<file path="src/design/ebt_pkg.sv">
package ebt_pkg;

	// ************************************************************
	// Control register field layout
	// ************************************************************
	localparam int unsigned CTL_WIDTH      = 8;
	localparam int unsigned CTL_FF_BIT     = 7;
	localparam int unsigned CTL_CLK_HI     = 6;
	localparam int unsigned CTL_CLK_LO     = 4;
	localparam int unsigned CTL_RUN_BIT    = 3;
	localparam int unsigned CTL_MODE_HI    = 2;
	localparam int unsigned CTL_MODE_LO    = 0;
	localparam logic [7:0]  CTL_RESET      = 8'h00;
	localparam logic [7:0]  CMP_RESET      = 8'hff;
	localparam logic [7:0]  CNT_RESET      = 8'h00;

	// ************************************************************
	// Field encodings
	// ************************************************************
	localparam logic [2:0]  MODE_TIMER     = 3'h0;
	localparam logic [2:0]  MODE_DIVIDER   = 3'h1;

	localparam logic [2:0]  SRC_SLOWEST    = 3'h0;
	localparam logic [2:0]  SRC_DIV7       = 3'h1;
	localparam logic [2:0]  SRC_DIV5       = 3'h2;
	localparam logic [2:0]  SRC_DIV3       = 3'h3;
	localparam logic [2:0]  SRC_EVENT_PIN  = 3'h7;

	// ************************************************************
	// Prescaler taps
	// ************************************************************
	localparam int unsigned PRE_WIDTH      = 11;
	localparam logic [10:0] PRE_MASK_11    = 11'h7ff;
	localparam logic [10:0] PRE_MASK_7     = 11'h07f;
	localparam logic [10:0] PRE_MASK_5     = 11'h01f;
	localparam logic [10:0] PRE_MASK_3     = 11'h007;
	localparam int unsigned SLOW_WIDTH     = 3;
	localparam logic [2:0]  SLOW_MASK_3    = 3'h7;

	typedef enum {
		EBT_IDLE,
		EBT_COUNT,
		EBT_HOLD
	} ebt_state_t;

endpackage : ebt_pkg

</file>
<file path="src/design/ebt_timer.sv">
`timescale 1ns/1ns
// Behaviour
// - Timer mode: count source clock, match clears, interrupts
// - Compare register takes new value immediately
// - Event mode counts event pin falling edges
// - Event match interrupts, clears, keeps counting
// - Divider mode: match toggles flip-flop, clears, interrupts
// - Divider pin is inverse of flip-flop
// - Flip-flop loadable by software; reset clears it
// - Divider output is square wave, half duty
// - Stopping counter holds divider pin level
// - Bit3 clear stops; bit7 clear stopped drives high
// - Selectable prescaled source; slow mode only fs/8
module ebt_timer (
	// Clock and reset
	input  wire logic                 clk,
	input  wire logic                 rst_b,
	// Control register write port
	input  wire logic                 ctl_write,
	input  wire logic [7:0]           ctl_wdata,
	// Compare register write port
	input  wire logic                 cmp_write,
	input  wire logic [7:0]           cmp_wdata,
	// System clocking state
	input  wire logic                 fs_tick,
	input  wire logic                 slow_prescale_select,
	input  wire logic                 slow_run_mode,
	// External event source
	input  wire logic                 event_input_pin,
	// Readback
	output logic      [7:0]           timer_control_reg,
	output logic      [7:0]           compare_value_reg,
	output logic      [7:0]           count_value,
	// Events and pins
	output logic                      match_interrupt,
	output logic                      divider_output_pin
);
	import ebt_pkg::*;

	// ************************************************************
	// State
	// ************************************************************
	ebt_state_t                state;
	ebt_state_t                next_state;
	logic [7:0]                next_timer_control_reg;
	logic [7:0]                next_compare_value_reg;
	logic [7:0]                next_count_value;
	logic                      next_match_interrupt;
	logic                      next_divider_output_pin;
	logic                      timer_ff;
	logic                      next_timer_ff;
	logic [PRE_WIDTH-1:0]      prescale;
	logic [PRE_WIDTH-1:0]      next_prescale;
	logic [SLOW_WIDTH-1:0]     slow_div;
	logic [SLOW_WIDTH-1:0]     next_slow_div;
	logic                      event_prev;
	logic                      next_event_prev;

	// ************************************************************
	// Decoded control fields
	// ************************************************************
	logic                      run;
	logic [2:0]                mode;
	logic [2:0]                src;
	logic                      ff_init;
	logic                      mode_ok;
	logic                      slow_tick;
	logic                      fc_tick;
	logic                      src_tick;
	logic                      event_fall;
	logic [7:0]                count_inc;
	logic                      cmp_hit;
	logic                      tap_11;
	logic                      tap_7;
	logic                      tap_5;
	logic                      tap_3;

	always_comb begin
		run      = timer_control_reg[CTL_RUN_BIT];
		mode     = timer_control_reg[CTL_MODE_HI:CTL_MODE_LO];
		src      = timer_control_reg[CTL_CLK_HI:CTL_CLK_LO];
		ff_init  = timer_control_reg[CTL_FF_BIT];
		// Only the timer/event and divider modes are built
		mode_ok  = (mode == MODE_TIMER) || (mode == MODE_DIVIDER);
		count_inc = count_value + 8'h01;
		cmp_hit   = (count_inc == compare_value_reg);
	end

	// ************************************************************
	// Prescaler and source selection
	// ************************************************************
	// One tap per internal rate except fs/8, all read from the same free-running prescaler
	ebt_tap #(.WIDTH(PRE_WIDTH), .MASK(PRE_MASK_11)) u_tap_11 (
		.value (prescale),
		.hit   (tap_11)
	);
	ebt_tap #(.WIDTH(PRE_WIDTH), .MASK(PRE_MASK_7)) u_tap_7 (
		.value (prescale),
		.hit   (tap_7)
	);
	ebt_tap #(.WIDTH(PRE_WIDTH), .MASK(PRE_MASK_5)) u_tap_5 (
		.value (prescale),
		.hit   (tap_5)
	);
	ebt_tap #(.WIDTH(PRE_WIDTH), .MASK(PRE_MASK_3)) u_tap_3 (
		.value (prescale),
		.hit   (tap_3)
	);
	always_comb begin
		next_prescale = prescale + {{(PRE_WIDTH-1){1'b0}}, 1'b1};
		next_slow_div = slow_div;
		if (fs_tick) begin
			next_slow_div = slow_div + {{(SLOW_WIDTH-1){1'b0}}, 1'b1};
		end
		next_event_prev = event_input_pin;
	end

	always_ff @(posedge clk or negedge rst_b) begin
		if (!rst_b) begin
			prescale   <= '0;
			slow_div   <= '0;
			event_prev <= 1'b1;
		end else begin
			prescale   <= next_prescale;
			slow_div   <= next_slow_div;
			event_prev <= next_event_prev;
		end
	end

	always_comb begin
		slow_tick  = fs_tick && (slow_div == SLOW_MASK_3);
		// Any high-to-low change between two samples counts; the source guarantees the width
		event_fall = event_prev && !event_input_pin;
		fc_tick    = 1'b0;
		case (src)
			SRC_SLOWEST: begin
				fc_tick = slow_prescale_select ? slow_tick
				                               : tap_11;
			end
			SRC_DIV7: begin
				fc_tick = tap_7;
			end
			SRC_DIV5: begin
				fc_tick = tap_5;
			end
			SRC_DIV3: begin
				fc_tick = tap_3;
			end
			default: begin
				fc_tick = 1'b0;
			end
		endcase
		if (src == SRC_EVENT_PIN) begin
			// Divider mode has no pin source, so it stalls there
			src_tick = (mode == MODE_TIMER) && event_fall;
		end else if (slow_run_mode) begin
			// High-speed taps stop with the fast oscillator
			src_tick = (src == SRC_SLOWEST) && slow_tick;
		end else begin
			src_tick = fc_tick;
		end
	end

	// ************************************************************
	// Register writes
	// ************************************************************
	always_comb begin
		next_timer_control_reg = timer_control_reg;
		next_compare_value_reg = compare_value_reg;
		if (ctl_write) begin
			next_timer_control_reg = ctl_wdata;
		end
		if (cmp_write) begin
			// No shadow stage: the match logic sees it next cycle
			next_compare_value_reg = cmp_wdata;
		end
	end

	always_ff @(posedge clk or negedge rst_b) begin
		if (!rst_b) begin
			timer_control_reg <= CTL_RESET;
			compare_value_reg <= CMP_RESET;
		end else begin
			timer_control_reg <= next_timer_control_reg;
			compare_value_reg <= next_compare_value_reg;
		end
	end

	// ************************************************************
	// Counter sequencing
	// ************************************************************
	always_comb begin
		next_state           = state;
		next_count_value     = count_value;
		next_match_interrupt = 1'b0;
		case (state)
			EBT_IDLE: begin
				next_count_value = CNT_RESET;
				if (run && mode_ok) begin
					next_state = EBT_COUNT;
				end
			end
			EBT_COUNT: begin
				if (!run) begin
					// Flip-flop untouched, so the pin keeps its level
					next_state       = EBT_IDLE;
					next_count_value = CNT_RESET;
				end else if (!mode_ok) begin
					next_state       = EBT_HOLD;
				end else if (src_tick) begin
					if (cmp_hit) begin
						next_count_value     = CNT_RESET;
						next_match_interrupt = 1'b1;
					end else begin
						next_count_value = count_inc;
					end
				end
			end
			EBT_HOLD: begin
				// Unbuilt mode selected while running: freeze
				if (!run) begin
					next_state       = EBT_IDLE;
					next_count_value = CNT_RESET;
				end else if (mode_ok) begin
					next_state       = EBT_COUNT;
				end
			end
			default: begin
				next_state       = EBT_IDLE;
				next_count_value = CNT_RESET;
			end
		endcase
	end

	always_ff @(posedge clk or negedge rst_b) begin
		if (!rst_b) begin
			state           <= EBT_IDLE;
			count_value     <= CNT_RESET;
			match_interrupt <= 1'b0;
		end else begin
			state           <= next_state;
			count_value     <= next_count_value;
			match_interrupt <= next_match_interrupt;
		end
	end

	// ************************************************************
	// Timer flip-flop and divider pin
	// ************************************************************
	always_comb begin
		next_timer_ff = timer_ff;
		case (state)
			EBT_IDLE: begin
				// Loads on any write while stopped, the start write too
				if (ctl_write) begin
					next_timer_ff = ctl_wdata[CTL_FF_BIT];
				end
			end
			EBT_COUNT: begin
				// A stop never touches it, so the pin keeps its level
				if (run && mode_ok && src_tick && cmp_hit && (mode == MODE_DIVIDER)) begin
					// Equal half periods give the square wave
					next_timer_ff = !timer_ff;
				end
			end
			default: begin
				next_timer_ff = timer_ff;
			end
		endcase
		// Pin registered from the next value so it moves with the flip-flop
		next_divider_output_pin = !next_timer_ff;
	end

	always_ff @(posedge clk or negedge rst_b) begin
		if (!rst_b) begin
			timer_ff           <= 1'b0;
			divider_output_pin <= 1'b1;
		end else begin
			timer_ff           <= next_timer_ff;
			divider_output_pin <= next_divider_output_pin;
		end
	end

endmodule : ebt_timer

// ************************************************************
// Prescaler tap
// ************************************************************
module ebt_tap #(
	parameter int unsigned        WIDTH = 11,
	parameter logic [WIDTH-1:0]   MASK  = '1
) (
	// Prescaler state
	input  wire logic [WIDTH-1:0] value,
	// Strobe
	output logic                  hit
);
	always_comb begin
		hit = ((value & MASK) == MASK);
	end
endmodule : ebt_tap

</file>
<file path="config.mk">
export PLATFORM = sky130hd
export DESIGN_NAME = ebt_timer
export DESIGN_NICKNAME = d
export VERILOG_FILES = /design/src/design/ebt_pkg.sv /design/src/design/ebt_timer.sv
export SDC_FILE = /design/constraint.sdc
export NUM_CORES = 1
export LEC_CHECK = 0
export BUFFER_PORTS_ARGS = -buffer_cell sky130_fd_sc_hd__buf_4
export CAP_MARGIN = 20
export CORE_UTILIZATION = 29
export CTS_CLUSTER_SIZE = 30
export DETAILED_ROUTE_END_ITERATION = 16
export GPL_ROUTABILITY_DRIVEN = 0
export GPL_TIMING_DRIVEN = 0
export SYNTH_ARGS = -nofsm -noshare
export SYNTH_HDL_FRONTEND = slang
export SYNTH_SLANG_ARGS = --single-unit
</file>
<file path="constraint.sdc">
create_clock -name clk -period 2.2 [get_ports clk]
set_input_delay 0.44 -clock clk [delete_from_list [all_inputs] [get_ports clk]]
set_output_delay 0.44 -clock clk [all_outputs]
set_load 0.1 [all_outputs]
</file>
Word level (Yosys, flattened, before mapping)
Cells that the tools add are included.

Flip-flop bits (word level): 74. Input port bits: 24. Output and inout bits: 26. Logic and storage cells: 73.

Add/subtract/negate cells: 3. Equal/unequal tests: 19. Mux-type cells: 24. Reductions and logical operators: 17.

Operator list (number): $mux W32 (5); $pmux W32 S3 (1); $mux W8 (5); $eq A32 B1 Y1 const B (1); $eq A32 B2 Y1 const B (1); $logic_not A32 Y1 (1); $pmux W8 S2 (1); $ne A3 B3 Y1 const B (4); $add A11 B1 Y11 const B (1); $eq A11 B11 Y1 const B (1); $mux W1 (10); $eq A3 B3 Y1 const B (3); $add A8 B1 Y8 const B (1); $eq A8 B8 Y1 (1); $logic_and A1 B1 Y1 (8); $eq A7 B7 Y1 const B (1); $eq A3 B1 Y1 const B (2); $eq A3 B2 Y1 const B (2); $logic_not A3 Y1 (2); $reduce_and A3 Y1 (2); $eq A5 B5 Y1 const B (1); $ne A2 B2 Y1 const B (2); $pmux W1 S4 (1); $add A3 B1 Y3 const B (1); 3 further kinds (5).

Logic depth before layout (Yosys ltp)
Depth after elaboration: 12. Gate-level depth with buffers: 10. Mapped depth without buffers: 10.

Modules after synthesis
Synthesis repeated with hierarchy kept, for this count alone.

Cell total of the unflattened synthesis: 201. Area, all modules: 2298.5 um^2.

Modules (own cells, without submodules): ebt_timer (instances 1, cells each 190, area an instance 2237.1 um^2, seq. area each 1113.6 um^2); ebt_tap (u_tap_11) (instances 1, cells each 4, area an instance 27.5 um^2, seq. area each 0.0 um^2); ebt_tap (u_tap_7) (instances 1, cells each 3, area an instance 15.0 um^2, seq. area each 0.0 um^2); ebt_tap (u_tap_5) (instances 1, cells each 3, area an instance 12.5 um^2, seq. area each 0.0 um^2); ebt_tap (u_tap_3) (instances 1, cells each 1, area an instance 6.3 um^2, seq. area each 0.0 um^2).

Worst setup path after synthesis
No wires, ideal clock.

Path type: reg2reg. Start: register count_value[0]. End: register divider_output_pin. Setup time: 85 ps. Data arrival time: 2716 ps. Data required time: 2115 ps. Slack: -601 ps. Stages on the path, launching flop included: 10. Buffers on the path: 1. Period minus slack after synthesis: 2801 ps. Path through: dfrtp_1 -> ha_1 -> buf_2 -> and3_2 -> a311o_1 -> nand4_1 -> nor4_2 -> nand3_1 -> nor3_2 -> mux2_1.

Longest elaborated chain between the ends: 7.

Ends and longest elaborated chain: start, declared (RTL line ebt_timer.sv:33) `output logic [7:0] count_value,`; start signal, assigned (RTL line ebt_timer.sv:242) `count_value <= next_count_value;`; $add A8 B1 Y8 (RTL line ebt_timer.sv:85) `count_inc = count_value + 8'h01;`; $eq A8 B8 Y1 (RTL line ebt_timer.sv:86) `cmp_hit = (count_inc == compare_value_reg);`; $logic_and A1 B1 Y1 (2 in a row) (RTL line ebt_timer.sv:261) `if (run && mode_ok && src_tick && cmp_hit && (mode == MODE_DIVIDER)) begin`; $mux W1 (RTL line ebt_timer.sv:261); $pmux W1 S2 (RTL line ebt_timer.sv:252) `case (state)`; $logic_not A1 Y1 (RTL line ebt_timer.sv:271) `next_divider_output_pin = !next_timer_ff;`; net next_divider_output_pin (RTL line ebt_timer.sv:49) `logic next_divider_output_pin;`; end signal, assigned (RTL line ebt_timer.sv:280) `divider_output_pin <= next_divider_output_pin;`; end, declared (RTL line ebt_timer.sv:36) `output logic divider_output_pin`.

The timed path passes the listed nets, and every way through them passes these cells. A chain may end at the register's enable or synchronous reset.

Worst setup path after layout
Start: register count_value[1]. End: register count_value[6].

Longest elaborated chain between the ends: 7.

Ends and longest elaborated chain: $add A8 B1 Y8 * (RTL line ebt_timer.sv:85); $eq A8 B8 Y1 (RTL line ebt_timer.sv:86); $mux W8 * (RTL line ebt_timer.sv:211) `if (cmp_hit) begin`; $mux W8 * (RTL line ebt_timer.sv:210) `end else if (src_tick) begin`; $mux W8 * (RTL line ebt_timer.sv:208) `end else if (!mode_ok) begin`; $mux W8 * (RTL line ebt_timer.sv:204) `if (!run) begin`; $pmux W8 S2 * (RTL line ebt_timer.sv:196) `case (state)`.

Mark *: on every way between the ends. The rest lies on a longest branch, timed or not. The select of a mux whose other input is x is not followed.

==> flow_summary.ini <==
[sta]
slew-limit-headroom = 0.629
tightest_slew_ns = 0.556
layout_setup_ws_ns = -0.0423
finalSetupViolations = 4
hold_viol = 0
finalMaxSlewViolations = 0
finalCritPeriodShare = 1.02
finClkSkew_ns = 0.0156
clock.fmax_mhz = 446
rsz0062_at_grt = yes
min_period_ns = 2.24

[floorplan]
num_rows = 31
die_width_um = 89.9
core_mm2 = 0.00737
io_pins = 50
initial_core_util = 0.304
die_h_um = 89.9
die-area_mm2 = 0.00807

[critical_path]
reg2reg_to = count_value[6]$_DFFE_PN0P_
required_ns = 2.41
max_stage_delay_ns = 0.51
cpMaxStageDelayCell = dfrtp_4
r2r-start = count_value[1]$_DFFE_PN0P_
worstPathArrival_ns = 2.45
path_max_fanout = 5
endpoint_kind = flip-flop
path_class = flip-flop to flip-flop
cp-start-kind = flip-flop
rrSetupSlack_ns = -0.04
rr_worst_depth = 8
crit_chain = ha_4 -> and3b_1 -> or3_1 -> a21oi_2 -> nor4_4 -> a31o_4 -> or2_4 -> o31ai_2

[global_routing]
grt_max_degree = 45
grt_pass1_wl_um = 8160
antenna_found_initial = 0
grt_pass1_vias = 1661
gr-usage-all-layers = 0.125
grt_overflow_total = 0

[clocking]
path_clk_slew_ns = 0.09
h-tree-depth = 2
cts.path.max_buffers = 2
cts_num_sinks = 44
clockRootBuffer = clkbuf_8
clock_latency_ns = 0.31
hold_buffers = 0
cts_buffers = 5
tritoncts = built

[drt]
via_count = 1743
ant_nets = 0
drt-total-wl_um = 4950
drt_iter0_drc = 80
wl_per_cell_um = 13.3
firstDrtPassIters = 4
drt-vias-per-instance = 4.67
drc_errors = 0

[yosys]
syn_nets = 236
synth_mux_area_frac = 0.108
synth_compound_area_frac = 0.0984
ys_seq_area_frac = 0.497
ys_seq_elements = 44
yosysUniqueCellTypes = 47
async_reset_ff_frac = 1.00
ys_warn_count = 0
synth-simple-area-share = 0.178
synth_xor_area_frac = 0.0587
syn-cell-area_mm2 = 0.00224
synth_fa_ha_area_frac = 0.0335
synth.avg_cell_area_um2 = 10.9
synthTopCellsByArea = dfrtp_1 38%, dfstp_2 12%, mux2_2 8.6%
ys.flop_type = dfrtp_1
synth_edf_count = 0
synth_top_area_cell = dfrtp_1
synth_top_family_by_area = simple AND/OR/NAND/NOR gates
synth_cells = 206
synth_top_area_frac = 0.380

[worst_hold_path]
hold_path.class = input port to asynchronous set/reset pin

[outcome]
violations = negative setup slack
status = finished, violations left

[placement]
place_hpwl_um = 3470
placed_area_mm2 = 0.00276
io_buffers = 48
numPlacedInstances = 353

[final_layout]
largest_register_ffs = 11
fin_area_mm2 = 0.00312
layout.nets = 303
drive_gt1_frac = 0.496
area_growth_pct = 39.3
layout.cells.non_filler = 373
multiInputGateArea_mm2 = 0.00122
diodes = 0
top_register = prescale
seq_area_mm2 = 0.00113
final.fill_count = 742

[job]
drv_cap = 0

[pwr]
peakVddDrop_mv = 0.248
p_leak_uw = 0.00132
p_total_uw = 2160
p_per_area_mw_per_mm2 = 693
layer usage:
metal	vias up	track usage	part of all wire
li1	872	-	-
met1	843	0.166	0.45
met2	24	0.198	0.50
met3	4	0.0355	0.039
met4	0	0.0403	0.011
met5	-	0	0
logic make-up after synthesis:
family / Yosys count
DFF: 44
buffers and inverters: 12
xor gates and xnor gates: 15
muxes: 22
and+or+nand+nor: 76
adders and majority gates: 6
AOI/OAI and AO/OA: 31
worst max path at each step:
stage	from	endpoint	slack, ns	depth (start not counted)
2_1_floorplan	count_value[0]$_DFFE_PN0P_	count_value[5]$_DFFE_PN0P_	-0.16	9
3_3_place_gp	prescale[0]$_DFF_PN0_	count_value[6]$_DFFE_PN0P_	-0.15	10
3_5_place_dp	prescale[0]$_DFF_PN0_	count_value[6]$_DFFE_PN0P_	-0.17	10
4_1_cts	count_value[0]$_DFFE_PN0P_	divider_output_pin$_DFF_PN1_	-0.04	8
5_1_grt	count_value[1]$_DFFE_PN0P_	count_value[6]$_DFFE_PN0P_	-0.11	8
6_report	count_value[1]$_DFFE_PN0P_	count_value[6]$_DFFE_PN0P_	-0.04	8
cell type report:
type / instances / area share
multi-input combinational: 150 / 0.392
sequential: 44 / 0.362
timing repair buffer: 61 / 0.152
tap: 99 / 0.0397
clock buffer: 5 / 0.0221
clock inverter: 3 / 0.0148
buffer: 7 / 0.0120
inverter: 4 / 0.00482
synthesized netlist by cell type (2+ instances only):
cell type and number:
and2_1 2, nand2b_1 3, ha_1 6, nand4_1 4, a21oi_1 5, buf_2 4, nor3_1 3, xor2_1 6
xnor2_1 9, clkbuf_1 3, dfrtp_1 34, and3_1 5, and4_1 2, mux2_2 17, inv_1 4, nand3_1 8
nor4_1 2, o31ai_1 2, o21ai_0 9, a2bb2oi_1 3, nor2_1 14, nand2_1 23, dfstp_2 10, a31oi_1 2
mux2i_1 4
timing repair:
action                     4_1_cts  5_1_grt
setup endpoints to repair        9       10
cloned                           0        0
pin swaps                        9       11
setup buffers                   10        3
resized for setup                7       22
report_power, final:
group          internal, uW  switching [uW]
sequential              893            62.4
clock                   343             307
combinational           182             373
total                  1420             742
cell usage in the layout (no fill, tap or decap), drive strengths merged, types with 5 or more instances in the layout:
cell type,instances
ha,6
o21ai,9
dfstp,10
clkbuf,8
inv,5
mux2,18
a21oi,6
nand2,23
nor2,14
buf,65
and3,6
dfrtp,34
xor2,6
nand3,8
xnor2,9
worst max-delay path, delay by kind of cell, from the launching register on:
kind                     cells  cell delay, ns
adder cells (fa/ha/maj)      1            0.19
AND/OR/NAND/NOR              4            0.82
flip-flops                   1            0.51
AO/OA/AOI/OAI                3            0.64
metrics by stage:
stage / setup TNS (ns) / setup slack (ns) / hold slack (ns) / util
2_1_floorplan: -0.676 / -0.163 / 0.144 / -
3_3_place_gp: -1.11 / -0.152 / 0.450 / 0.375
3_5_place_dp: -1.09 / -0.167 / 0.457 / 0.375
4_1_cts: -0.0957 / -0.0416 / 0.144 / 0.405
5_1_grt: -0.676 / -0.114 / 0.169 / 0.423
6_report: -0.0751 / -0.0423 / 0.120 / 0.423
(Power assumes the default switching activity.)
